**src/design/pcr_pkg.sv**
```systemverilog
// constants of the configuration header slice at offsets 0x2c..0x3b
// assumes a 100 MHz bus clock and one option rom on byte-wide data pins
package pcr_pkg;

   // configuration dword byte offsets
   localparam logic [7:0]  OFF_SUBSYS_ID   = 8'h2c;
   localparam logic [7:0]  OFF_ROM_BASE    = 8'h30;
   localparam logic [7:0]  OFF_CAP_HEAD    = 8'h34;
   localparam logic [7:0]  OFF_RSVD        = 8'h38;
   localparam logic [7:0]  OFF_ID_ALIAS    = 8'h40;

   // rom window layout: base in bits 31:22, image of 64 kbyte at the bottom
   localparam int          ROM_BASE_LSB    = 22;
   localparam int          ROM_BASE_W      = 10;
   localparam int          ROM_IMAGE_AW    = 16;
   localparam int          ROM_DECODE_BIT  = 0;

   // values after reset
   localparam logic [9:0]  ROM_BASE_RST    = 10'h000;
   localparam logic        ROM_DECODE_RST  = 1'b0;
   localparam logic [31:0] ID_RST          = 32'h0000_0000;
   localparam logic [7:0]  CAP_HEAD_RST    = 8'h00;

   // capability list head per power-on configuration
   localparam logic [7:0]  CAP_HEAD_PCI    = 8'h00;
   localparam logic [7:0]  CAP_HEAD_AGP    = 8'h44;
   localparam logic [7:0]  CAP_HEAD_PM     = 8'h60;

   // identification bytes inside the option rom image
   localparam logic [15:0] ROM_ID_ADDR     = 16'h0054;
   localparam logic [1:0]  ROM_ID_LAST     = 2'h3;

   // timing
   localparam int          CLK_PERIOD_NS   = 10;
   localparam int          ROM_ACCESS_NS   = 150;
   localparam int          ROM_ACCESS_CYC  =
      (ROM_ACCESS_NS + CLK_PERIOD_NS - 1) / CLK_PERIOD_NS;
   localparam int          SYNC_STAGES     = 2;
   localparam int          ROM_WAIT_CYC    = ROM_ACCESS_CYC + SYNC_STAGES;
   localparam int          CNT_W           = 5;

   typedef enum logic [4:0] {
      ST_SETTLE = 5'h01,
      ST_STRAP  = 5'h02,
      ST_ADDR   = 5'h04,
      ST_WAIT   = 5'h08,
      ST_READY  = 5'h10
   } pcr_init_e;

endpackage

```
**src/design/pcr_sync.sv**
```systemverilog
// two-flop synchroniser for pins from outside the bus clock domain
// assumes each bit is an independent level, no word coherence is given
module pcr_sync #(
   parameter int W = 1
) (
   input  wire logic         clk_i,
   input  wire logic         reset_n_i,
   input  wire logic         clk_en_i,
   input  wire logic [W-1:0] d_i,
   output logic      [W-1:0] q_o
);
   logic [W-1:0] meta_r;

   always_ff @(posedge clk_i or negedge reset_n_i) begin
      if (!reset_n_i) begin
         meta_r <= '0;
         q_o    <= '0;
      end else if (clk_en_i) begin
         meta_r <= d_i;
         q_o    <= meta_r;
      end
   end
endmodule

```
**src/design/pcr_rom_decode.sv**
```systemverilog
// expansion rom window decoder, one cycle from request to claim
// assumes memory request and address come from logic on the bus clock
module pcr_rom_decode (
   input  wire logic        clk_i,
   input  wire logic        reset_n_i,
   input  wire logic        clk_en_i,
   input  wire logic        mem_req_i,
   input  wire logic [31:0] mem_addr_i,
   input  wire logic        mem_space_en_i,
   input  wire logic        decode_en_i,
   input  wire logic [9:0]  base_i,
   output logic             hit_o,
   output logic [15:0]      offset_o
);
   wire in_window = mem_addr_i[31:pcr_pkg::ROM_BASE_LSB] == base_i;
   // only the bottom 64 kbyte of the 4 mbyte window holds the image
   wire in_image  = mem_addr_i[pcr_pkg::ROM_BASE_LSB-1:
                               pcr_pkg::ROM_IMAGE_AW] == '0;
   wire claim     = mem_req_i && mem_space_en_i && decode_en_i
                    && in_window && in_image;

   always_ff @(posedge clk_i or negedge reset_n_i) begin
      if (!reset_n_i) begin
         hit_o    <= 1'b0;
         offset_o <= 16'h0000;
      end else if (clk_en_i) begin
         hit_o    <= claim;
         offset_o <= claim ? mem_addr_i[15:0] : 16'h0000;
      end
   end
endmodule

```
**src/design/pcr_cfg_slice.sv**
```systemverilog
// configuration header slice 0x2c..0x3b plus the writable id alias at 0x40
// assumes config requests come from bus-clock logic, straps and rom pins
// come from outside and are synchronised here
//
// Overview of operation
// - upper half of 0x2c returns the product subsystem code, read-only
// - lower half of 0x2c is the maker code; a reset strap picks its source
// - in rom strap mode, id bytes load from rom 0x54..0x57 at reset
// - otherwise the id bytes come from config writes to 0x40..0x43
// - the writable id at 0x40 reads back as read-only copy at 0x2c
// - rom base bits 31:22 are writable, window aligned to 4 mbyte
// - rom base bits 21:11 read zero and ignore writes
// - the 64 kbyte rom image sits at the bottom of the window
// - rom base bit 0 enables rom decoding, resets to zero
// - rom accesses claimed only with memory space and decode enabled
// - capability head reads 0x00 for pci host without power management
// - capability head reads 0x44 for agp host without power management
// - capability head reads 0x60 with power management, upper bits zero
// - dword 0x38 reads all zero and ignores writes
module pcr_cfg_slice (
   input  wire logic        sys_clk_i,
   input  wire logic        reset_n_i,
   input  wire logic        clk_en_i,
   input  wire logic        cfg_req_i,
   input  wire logic        cfg_we_i,
   input  wire logic [7:0]  cfg_addr_i,
   input  wire logic [3:0]  cfg_be_i,
   input  wire logic [31:0] cfg_wdata_i,
   output logic      [31:0] cfg_rdata_o,
   output logic             cfg_ack_o,
   input  wire logic        mem_space_en_i,
   input  wire logic        mem_req_i,
   input  wire logic [31:0] mem_addr_i,
   output logic             rom_hit_o,
   output logic      [15:0] rom_offset_o,
   input  wire logic        strap_rom_id_i,
   input  wire logic        por_agp_host_i,
   input  wire logic        por_pm_support_i,
   input  wire logic [7:0]  rom_data_i,
   output logic      [15:0] rom_fetch_addr_o,
   output logic             rom_fetch_rd_o,
   output logic             init_done_o
);
   pcr_pkg::pcr_init_e state_r;
   pcr_pkg::pcr_init_e state_nxt;

   logic [pcr_pkg::CNT_W-1:0] cnt_r;
   logic [1:0]                byte_idx_r;
   logic [31:0]               id_r;
   logic [9:0]                base_r;
   logic                      decode_r;
   logic [7:0]                cap_head_r;
   logic                      rom_mode_r;
   logic [2:0]                strap_sync;
   logic [7:0]                rom_data_sync;

   pcr_sync #(
      .W (3)
   ) u_strap_sync (
      .clk_i     (sys_clk_i),
      .reset_n_i (reset_n_i),
      .clk_en_i  (clk_en_i),
      .d_i       ({strap_rom_id_i, por_agp_host_i, por_pm_support_i}),
      .q_o       (strap_sync)
   );

   pcr_sync #(
      .W (8)
   ) u_rom_data_sync (
      .clk_i     (sys_clk_i),
      .reset_n_i (reset_n_i),
      .clk_en_i  (clk_en_i),
      .d_i       (rom_data_i),
      .q_o       (rom_data_sync)
   );

   pcr_rom_decode u_rom_decode (
      .clk_i          (sys_clk_i),
      .reset_n_i      (reset_n_i),
      .clk_en_i       (clk_en_i),
      .mem_req_i      (mem_req_i),
      .mem_addr_i     (mem_addr_i),
      .mem_space_en_i (mem_space_en_i),
      .decode_en_i    (decode_r),
      .base_i         (base_r),
      .hit_o          (rom_hit_o),
      .offset_o       (rom_offset_o)
   );

   // address decode; requests wait until the reset-time load is over
   wire       ready     = state_r == pcr_pkg::ST_READY;
   wire       cfg_take  = cfg_req_i && clk_en_i && ready;
   wire       cfg_wr    = cfg_take && cfg_we_i;
   wire [5:0] word      = cfg_addr_i[7:2];
   wire       sel_id    = word == pcr_pkg::OFF_SUBSYS_ID[7:2];
   wire       sel_base  = word == pcr_pkg::OFF_ROM_BASE[7:2];
   wire       sel_cap   = word == pcr_pkg::OFF_CAP_HEAD[7:2];
   wire       sel_alias = word == pcr_pkg::OFF_ID_ALIAS[7:2];

   // read data; 0x38 and every unmapped dword fall through to zero
   wire [31:0] rd_id    = id_r;
   wire [31:0] rd_base  = {base_r, 11'h000, 10'h000,
                           decode_r};
   wire [31:0] rd_cap   = {24'h000000, cap_head_r};
   wire [31:0] rd_data  = (sel_id || sel_alias) ? rd_id   :
                          sel_base              ? rd_base :
                          sel_cap               ? rd_cap  :
                          32'h0000_0000;

   // only 0x40 and the writable parts of 0x30 store anything
   wire        wr_alias = cfg_wr && sel_alias;
   wire        wr_base  = cfg_wr && sel_base;
   wire [31:0] alias_merged;
   assign alias_merged[31:24] = cfg_be_i[3] ? cfg_wdata_i[31:24] : id_r[31:24];
   assign alias_merged[23:16] = cfg_be_i[2] ? cfg_wdata_i[23:16] : id_r[23:16];
   assign alias_merged[15:8]  = cfg_be_i[1] ? cfg_wdata_i[15:8]  : id_r[15:8];
   assign alias_merged[7:0]   = cfg_be_i[0] ? cfg_wdata_i[7:0]   : id_r[7:0];

   wire [9:0] base_merged = {cfg_be_i[3] ? cfg_wdata_i[31:24] : base_r[9:2],
                             cfg_be_i[2] ? cfg_wdata_i[23:22] : base_r[1:0]};
   wire       decode_merged = cfg_be_i[0] ? cfg_wdata_i[pcr_pkg::ROM_DECODE_BIT]
                                          : decode_r;

   // power management outranks the host interface choice
   wire [7:0] cap_pick = strap_sync[0] ? pcr_pkg::CAP_HEAD_PM  :
                         strap_sync[1] ? pcr_pkg::CAP_HEAD_AGP :
                                         pcr_pkg::CAP_HEAD_PCI;

   wire fetch_byte_done = state_r == pcr_pkg::ST_WAIT && cnt_r == '0;

   always_comb begin
      state_nxt = state_r;
      case (state_r)
         pcr_pkg::ST_SETTLE: begin
            if (cnt_r == '0) begin
               state_nxt = pcr_pkg::ST_STRAP;
            end
         end
         pcr_pkg::ST_STRAP: begin
            state_nxt = strap_sync[2] ? pcr_pkg::ST_ADDR
                                      : pcr_pkg::ST_READY;
         end
         pcr_pkg::ST_ADDR: begin
            state_nxt = pcr_pkg::ST_WAIT;
         end
         pcr_pkg::ST_WAIT: begin
            if (cnt_r == '0) begin
               state_nxt = (byte_idx_r == pcr_pkg::ROM_ID_LAST)
                           ? pcr_pkg::ST_READY : pcr_pkg::ST_ADDR;
            end
         end
         pcr_pkg::ST_READY: begin
            state_nxt = pcr_pkg::ST_READY;
         end
         default: begin
            state_nxt = pcr_pkg::ST_SETTLE;
         end
      endcase
   end

   // straps are sampled only once the synchroniser holds post-reset levels
   always_ff @(posedge sys_clk_i or negedge reset_n_i) begin
      if (!reset_n_i) begin
         state_r <= pcr_pkg::ST_SETTLE;
         cnt_r   <= pcr_pkg::CNT_W'(pcr_pkg::SYNC_STAGES);
      end else if (clk_en_i) begin
         state_r <= state_nxt;
         if (state_nxt == pcr_pkg::ST_WAIT
             && state_r == pcr_pkg::ST_ADDR) begin
            cnt_r <= pcr_pkg::CNT_W'(pcr_pkg::ROM_WAIT_CYC - 1);
         end else if (cnt_r != '0) begin
            cnt_r <= cnt_r - 1'b1;
         end
      end
   end

   always_ff @(posedge sys_clk_i or negedge reset_n_i) begin
      if (!reset_n_i) begin
         rom_mode_r <= 1'b0;
         cap_head_r <= pcr_pkg::CAP_HEAD_RST;
      end else if (clk_en_i && state_r == pcr_pkg::ST_STRAP) begin
         rom_mode_r <= strap_sync[2];
         cap_head_r <= cap_pick;
      end
   end

   // rom fetch: one byte per address phase, lowest byte first
   always_ff @(posedge sys_clk_i or negedge reset_n_i) begin
      if (!reset_n_i) begin
         byte_idx_r       <= 2'h0;
         rom_fetch_addr_o <= 16'h0000;
         rom_fetch_rd_o   <= 1'b0;
      end else if (clk_en_i) begin
         if (state_r == pcr_pkg::ST_ADDR) begin
            rom_fetch_addr_o <= pcr_pkg::ROM_ID_ADDR
                                + {14'h0000, byte_idx_r};
            rom_fetch_rd_o   <= 1'b1;
         end else if (fetch_byte_done) begin
            byte_idx_r       <= byte_idx_r + 1'b1;
            rom_fetch_rd_o   <= 1'b0;
         end
      end
   end

   always_ff @(posedge sys_clk_i or negedge reset_n_i) begin
      if (!reset_n_i) begin
         id_r <= pcr_pkg::ID_RST;
      end else if (clk_en_i) begin
         if (fetch_byte_done) begin
            id_r[{byte_idx_r, 3'b000} +: 8] <= rom_data_sync;
         end else if (wr_alias) begin
            id_r <= alias_merged;
         end
      end
   end

   always_ff @(posedge sys_clk_i or negedge reset_n_i) begin
      if (!reset_n_i) begin
         base_r   <= pcr_pkg::ROM_BASE_RST;
         decode_r <= pcr_pkg::ROM_DECODE_RST;
      end else if (clk_en_i && wr_base) begin
         base_r   <= base_merged;
         decode_r <= decode_merged;
      end
   end

   always_ff @(posedge sys_clk_i or negedge reset_n_i) begin
      if (!reset_n_i) begin
         cfg_ack_o   <= 1'b0;
         cfg_rdata_o <= 32'h0000_0000;
         init_done_o <= 1'b0;
      end else if (clk_en_i) begin
         cfg_ack_o   <= cfg_take;
         cfg_rdata_o <= (cfg_take && !cfg_we_i) ? rd_data : 32'h0000_0000;
         init_done_o <= state_nxt == pcr_pkg::ST_READY;
      end
   end

   wire rd_take = cfg_take && !cfg_we_i;
endmodule

```
**config.mk**
```make
export PLATFORM = sky130hd
export DESIGN_NAME = pcr_cfg_slice
export DESIGN_NICKNAME = d
export VERILOG_FILES = /design/src/design/pcr_pkg.sv /design/src/design/pcr_sync.sv /design/src/design/pcr_rom_decode.sv /design/src/design/pcr_cfg_slice.sv
export SDC_FILE = /design/constraint.sdc
export NUM_CORES = 1
export LEC_CHECK = 0
export ABC_AREA = 1
export CORE_MARGIN = 4
export CORE_UTILIZATION = 58
export CTS_CLUSTER_SIZE = 20
export DETAILED_ROUTE_END_ITERATION = 16
export DONT_BUFFER_PORTS = 1
export PLACE_DENSITY = 0.84
export SETUP_SLACK_MARGIN = 0.1
export SYNTH_ARGS = -nofsm -noshare
export SYNTH_HDL_FRONTEND = slang
export SYNTH_SLANG_ARGS = --single-unit
```
**constraint.sdc**
```tcl
create_clock -name sys_clk_i -period 1.9 [get_ports sys_clk_i]
set_input_delay 0.095 -clock sys_clk_i [delete_from_list [all_inputs] [get_ports sys_clk_i]]
set_output_delay 0.095 -clock sys_clk_i [all_outputs]
set_load 0.005 [all_outputs]
```
== After elaboration in Yosys (flattened, before gate mapping) ==
Cells that the tools add are included.
Widths: inputs -> output; s select.

* Add/sub/neg operators: 4
* Equal/unequal tests: 13
* Shift-type cells: 2
* Multiplexer cells: 23
* Bitwise logic cells: 1
* Reduce and logical (&&, ||, !) cells: 37

{| class="wikitable"
|+ Operators by type and width
! operator !! count
|-
| $mux 32 || 5
|-
| $mux 8 || 5
|-
| $bwmux 32 || 1
|-
| $shift 8x7->32 const A || 1
|-
| $shiftx 8x7->32 || 1
|-
| $mux 5 || 6
|-
| $pmux 5 s5 || 1
|-
| $eq 6x4->1 const B || 3
|-
| $mux 16 || 1
|-
| $reduce_and 3->1 || 5
|-
| $logic_and 1x1->1 || 14
|-
| $mux 7 || 2
|-
| $reduce_bool 2->1 || 7
|-
| $reduce_and 2->1 || 6
|-
| $eq 10x10->1 || 1
|-
| $eq 5x4->1 const B || 2
|-
| $eq 5x5->1 const B || 2
|-
| $add 7x2->8 const A || 1
|-
| $neg 5->7 || 1
|-
| $eq 6x5->1 const B || 1
|-
| $logic_not 6->1 || 1
|-
| $eq 5x1->1 const B || 1
|-
| $eq 5x2->1 const B || 1
|-
| $eq 5x3->1 const B || 1
|-
| 9 further kinds || 10
|}

* Flip-flop bits (word level): 153
* Input port bits: 94
* Output and inout bits: 68
* Word-level logic and storage cells: 102

== Depth between registers and ports, before layout ==
* Depth after elaboration: 8
* Mapped depth: 12

== Cells and area by module ==
From an unflattened synthesis, not the netlist that was laid out.

* Cells, all modules: 916
* Area total of the unflattened synthesis: 7000.5 um2

{| class="wikitable"
|+ By module, submodules not included
! module !! times used !! cells an instance !! area each (um2) !! sequential area each (um2)
|-
| pcr_cfg_slice || 1 || 694 || 5180.0 || 2404.8
|-
| pcr_rom_decode || 1 || 129 || 922.1 || 425.4
|-
| pcr_sync (u_rom_data_sync) || 1 || 68 || 676.9 || 400.4
|-
| pcr_sync (u_strap_sync) || 1 || 25 || 221.5 || 150.1
|}

== Worst setup path before layout ==
No wires, ideal clock.

* Path kind: reg2reg
* From: register byte_idx_r[0]
* To: register id_r[1]
* Setup time: 0.065 ns
* Arrival: 1.825 ns
* Setup slack: 0.010 ns
* Stages on the path, launching flop included: 8
* Buffers on the path: 0
* Clock period less this slack: 1.890 ns
* Cell sequence: dfrtp_1 > inv_1 > ha_1 > nor3_1 > nand2_1 > o21ai_0 > nand3_1 > nand2_1

* Cells in the longest elaborated chain, start to end: 4
* Elaborated cells between the ends (all ways): 5
* Those cells by class: add/sub (1); shift (2); mux (2)

{| class="wikitable"
|+ RTL lines
! element !! RTL line !! text
|-
| start, declared || pcr_cfg_slice.sv:48 || <nowiki>logic [1:0] byte_idx_r;</nowiki>
|-
| start signal, assigned || pcr_cfg_slice.sv:199 || <nowiki>byte_idx_r <= byte_idx_r + 1'b1;</nowiki>
|-
| $neg 5->7 (*) || pcr_cfg_slice.sv:210 || <nowiki>id_r[{byte_idx_r, 3'b000} +: 8] <= rom_data_sync;</nowiki>
|-
| $shiftx 8x7->32 or $shift 8x7->32 (tied branches) || pcr_cfg_slice.sv:210 ||
|-
| $bwmux 32 (*) || pcr_cfg_slice.sv:210 ||
|-
| $mux 32 (*) || pcr_cfg_slice.sv:209 || <nowiki>if (fetch_byte_done) begin</nowiki>
|-
| end signal, assigned || pcr_cfg_slice.sv:207 || <nowiki>id_r <= pcr_pkg::ID_RST;</nowiki>
|-
| end signal, assigned by index || pcr_cfg_slice.sv:210 ||
|-
| end signal, assigned || pcr_cfg_slice.sv:212 || <nowiki>id_r <= alias_merged;</nowiki>
|-
| end, declared || pcr_cfg_slice.sv:49 || <nowiki>logic [31:0] id_r;</nowiki>
|}

Mark *: on every way between the ends. The rest lies on a longest branch, timed or not.
A chain may end at the register's enable or synchronous reset.

== Final worst setup path ==
* From: register byte_idx_r[1]
* To: register id_r[28]

Same word-level chain as after synthesis.

==> results.cfg <==
[global_routing]
antenna_found_initial = 0
globalRouteOverflowTotal = 0
first_global_vias = 5813
grt_start_max_net_pins = 136
track_usage = 0.268
grt_pass1_wl_mm = 28.1

[sta]
finalSetupViolCount = 0
finalHoldViolCount = 137
fmax_ghz = 0.548
finalClockSkew_ns = 0.00786
finalWorstPathRequiredPeriod_ns = 1.83
timing.hold.ws_ns = -0.629
setup-tns-final_ns = 0
max_slew_margin = 0.645
finalMaxSlewViolations = 0
timing.final.crit_share = 0.961
worst-slew-pin-transition_ns = 0.533
rsz0062_at_grt = true

[power]
ir_drop_mv = 0.790
pwr_density_cell_nw_per_um2 = 984
p_leak_nw = 4.39

[die]
num_rows = 39
design.core.area_sq_um = 11400
die_height_um = 116
pin_count = 162
die_x_um = 116
dieArea_sq_um = 13500
initial_utilization = 0.594

[setup_path]
critical_setup_path_class = flop to flop
critical_path.endpoint = id_r[28]$_DFFE_PN0P_
worst-endpoint-arrival_ns = 2.17
timing.critical_path.from = byte_idx_r[1]$_DFFE_PN0P_
r2r_cells = 7
timing.critical_path.required_ns = 2.25
worst_setup_path_start_kind = flop
worst_flop_to_flop_path_startpoint = byte_idx_r[1]$_DFFE_PN0P_
crit_path_end_kind = flop
critical_path.reg2reg.endpoint = id_r[28]$_DFFE_PN0P_
cp_max_fo = 7
worst-r2r-setup-slack_ns = 0.07

[routing]
pre_repair_dr_iteration_count = 7
drc = 0
routedWlPerCell_um = 16.1
drt-vias-per-instance = 5.50
route.final.wire_length_mm = 18.0
post_route_ant_nets = 0
initialDrtViolationCount = 632
routed_via_count = 6143

[place]
hpwlAfterDp_mm = 11.7
place.detailed.instances = 1019
io_buffers = 0
finalWeightedCongestion = 0.955

[synth]
cell_area_after_technology_mapping_sq_um = 6780
ys_seq_elements = 135
synthesis.instances = 890
ys_warn_count = 0
synthDistinctLibCells = 39
register_area_share_after_synthesis = 0.498
syn-mean-instance-area_sq_um = 7.62

[layout]
num-nets-final = 1063
final_cell_count_no_fill = 1116
seqCellArea_sq_um = 3380
final.fill_count = 831
multi_input_logic_area_sq_um = 2970
area.growth.synth_to_final_pct = 21.1
final_layout_size_suffix_gt1_frac = 0.105

[outcome]
status = finished, violations left
violations_in_the_final_reports = hold timing

[worst_hold_path]
hold_class = primary input to async pin

[clock_tree]
cts-root-buf = sky130_fd_sc_hd__clkbuf_16
clock_latency_ns = 0.42
clkSlewWorstSetupHoldPaths_ns = 0.06
cts-htree-levels = 4
cts_made_buffers = 17
tritoncts_num_sinks = 135
tritoncts = done
clockBufferDepth = 2
cts_hold_buf = 58

[flow_run]
maxCapViolations = 0
[how the worst min path moves through the flow]
stage / startpoint / endpoint / slack, ns / depth (start not counted)
2_1_floorplan: reset_n_i / base_r[0]$_DFFE_PN0P_ / -0.20 / 0
3_3_place_gp: reset_n_i / cfg_rdata_o[2]$_DFFE_PN0P_ / -0.20 / 0
3_5_place_dp: reset_n_i / cfg_rdata_o[2]$_DFFE_PN0P_ / -0.20 / 0
4_1_cts: reset_n_i / cfg_rdata_o[15]$_DFFE_PN0P_ / -0.64 / 0
5_1_grt: reset_n_i / cfg_rdata_o[2]$_DFFE_PN0P_ / -0.65 / 0
6_report: reset_n_i / cfg_rdata_o[5]$_DFFE_PN0P_ / -0.63 / 0
[kinds of logic (layout without fill, tap and decap cells)]
kind of cell,Yosys count,count (layout),synth area share
adders and majority gates,7,7,0.0129
xor gates and xnor gates,6,6,0.00775
other,1,12,0.000553
and+or+nand+nor,537,538,0.334
AOI/OAI and AO/OA,77,77,0.0622
DFF,135,135,0.498
buffers and inverters,127,198,0.0839
[per-layer routing]
layer | track usage | share of wire
met1 | 0.352 | 0.41
met2 | 0.410 | 0.46
met3 | 0.0788 | 0.094
met4 | 0.130 | 0.034
met5 | 0 | 0
[registers in the layout, summed over array words and instances (netlist names)]
| signal | count |
|---|---|
| u_strap_sync.q_o | 3 |
| u_rom_data_sync.meta_r | 8 |
| rom_fetch_addr_o | 3 |
| rom_fetch_rd_o | 1 |
| decode_r | 1 |
| base_r | 10 |
| byte_idx_r | 2 |
| u_rom_decode.hit_o | 1 |
| u_strap_sync.meta_r | 3 |
| state_r | 5 |
| init_done_o | 1 |
| u_rom_decode.offset_o | 16 |
| cfg_ack_o | 1 |
| id_r | 32 |
| cnt_r | 5 |
| u_rom_data_sync.q_o | 8 |
| cap_head_r | 3 |
| cfg_rdata_o | 32 |
[per-stage QoR]
| stage | util | hold slack, ns | power, mW | cell area, sq um | setup slack (ns) |
|---|---|---|---|---|---|
| 3_5_place_dp | 0.606 | -0.197 | 4.77 | 6920 | 0.0313 |
| 5_1_grt | 0.719 | -0.648 | 8.48 | 8210 | 0.00959 |
| 2_1_floorplan | - | -0.201 | 4.46 | 6830 | 0.161 |
| 3_3_place_gp | 0.606 | -0.197 | 4.71 | 6920 | 0.0950 |
| 6_report | 0.719 | -0.629 | 8.08 | 8220 | 0.0746 |
| 4_1_cts | 0.709 | -0.643 | 7.97 | 8090 | 0.110 |
[layout by cell type (no fill, tap or decap), types with 3 or more instances in the layout]
cell type and n:
sky130_fd_sc_hd__nand4_1 7, sky130_fd_sc_hd__conb_1 11, sky130_fd_sc_hd__nand2_4 6, sky130_fd_sc_hd__clkbuf_16 17, sky130_fd_sc_hd__inv_2 6, sky130_fd_sc_hd__inv_1 73
sky130_fd_sc_hd__ha_1 5, sky130_fd_sc_hd__nor2_2 5, sky130_fd_sc_hd__o21ai_1 6, sky130_fd_sc_hd__nand3_1 91, sky130_fd_sc_hd__nand3_2 3, sky130_fd_sc_hd__dlygate4sd3_1 57
sky130_fd_sc_hd__nor2_1 35, sky130_fd_sc_hd__clkbuf_1 6, sky130_fd_sc_hd__nor2_4 5, sky130_fd_sc_hd__o21ai_0 57, sky130_fd_sc_hd__nand2_1 376, sky130_fd_sc_hd__dfrtp_1 132
sky130_fd_sc_hd__xnor2_1 4, sky130_fd_sc_hd__buf_4 26, sky130_fd_sc_hd__clkinv_2 3, sky130_fd_sc_hd__o21ai_2 5, sky130_fd_sc_hd__nand2_2 3
[Yosys cell counts]
library cell / n / share of area
sky130_fd_sc_hd__dfrtp_1: 133 / 0.49
sky130_fd_sc_hd__nor2_4: 2 / 0.0033
sky130_fd_sc_hd__ha_1: 7 / 0.013
sky130_fd_sc_hd__o211ai_1: 1 / 0.0011
sky130_fd_sc_hd__nor3_2: 1 / 0.0015
sky130_fd_sc_hd__xnor2_1: 4 / 0.0052
sky130_fd_sc_hd__a21oi_2: 1 / 0.0013
sky130_fd_sc_hd__nand4_1: 7 / 0.0065
sky130_fd_sc_hd__or2_2: 1 / 0.00092
sky130_fd_sc_hd__buf_1: 1 / 0.00055
sky130_fd_sc_hd__nand3_4: 1 / 0.0026
sky130_fd_sc_hd__clkbuf_1: 17 / 0.0094
sky130_fd_sc_hd__nand2_4: 3 / 0.0050
sky130_fd_sc_hd__xor2_1: 2 / 0.0026
sky130_fd_sc_hd__nor3_1: 1 / 0.00074
sky130_fd_sc_hd__buf_6: 2 / 0.0033
sky130_fd_sc_hd__o21ai_2: 5 / 0.0065
sky130_fd_sc_hd__buf_8: 1 / 0.0022
sky130_fd_sc_hd__inv_2: 6 / 0.0033
sky130_fd_sc_hd__nand2_1: 377 / 0.21
sky130_fd_sc_hd__nand2_2: 5 / 0.0046
sky130_fd_sc_hd__conb_1: 1 / 0.00055
sky130_fd_sc_hd__o221ai_1: 1 / 0.0013
sky130_fd_sc_hd__nand3_1: 92 / 0.068
sky130_fd_sc_hd__nor2_2: 5 / 0.0046
sky130_fd_sc_hd__nor2_8: 1 / 0.0030
sky130_fd_sc_hd__inv_1: 75 / 0.042
sky130_fd_sc_hd__a21oi_1: 1 / 0.00074
sky130_fd_sc_hd__o31ai_1: 1 / 0.0011
sky130_fd_sc_hd__o21ai_1: 3 / 0.0022
sky130_fd_sc_hd__nor2_1: 38 / 0.021
sky130_fd_sc_hd__dfstp_2: 2 / 0.0077
sky130_fd_sc_hd__nand3_2: 2 / 0.0030
sky130_fd_sc_hd__buf_4: 14 / 0.015
sky130_fd_sc_hd__nand3b_1: 1 / 0.0011
sky130_fd_sc_hd__o22ai_1: 2 / 0.0018
sky130_fd_sc_hd__a22oi_1: 1 / 0.0011
sky130_fd_sc_hd__buf_2: 11 / 0.0081
sky130_fd_sc_hd__o21ai_0: 61 / 0.045
[power by group]
group	switching, mW	internal, mW
registers	0.219	3.21
clock network	1.13	1.93
logic	0.991	0.595
total	2.34	5.74
[critical path: stages (launching register included)]
cell,delay (ns)
sky130_fd_sc_hd__dfrtp_1,0.38
sky130_fd_sc_hd__inv_1,0.13
sky130_fd_sc_hd__ha_2,0.35
sky130_fd_sc_hd__inv_1,0.15
sky130_fd_sc_hd__nand2_1,0.14
sky130_fd_sc_hd__o21ai_0,0.27
sky130_fd_sc_hd__o21ai_0,0.18
sky130_fd_sc_hd__o21ai_2,0.15
[layout make-up]
cell class                      count  area share
Clock buffer                       24      0.0562
Antenna cell                        1    0.000305
Timing Repair Buffer               87       0.101
Clock inverter                      5     0.00914
Tap cell                          143      0.0218
Multi-Input combinational cell    639       0.362
Inverter                           81      0.0376
Timing Repair inverter              1    0.000914
Sequential cell                   135       0.412
[repair_timing]
| action | CTS | global route |
|---|---|---|
| endpoints found under the setup margin | 28 | 38 |
| buffers inserted | 3 | 4 |
| cloned | 0 | 2 |
| pin swaps | 1 | 8 |
| hold endpoints to repair | 215 | 135 |
| resized for setup | 7 | 23 |
Note: power is estimated with default switching activity, not from simulation.
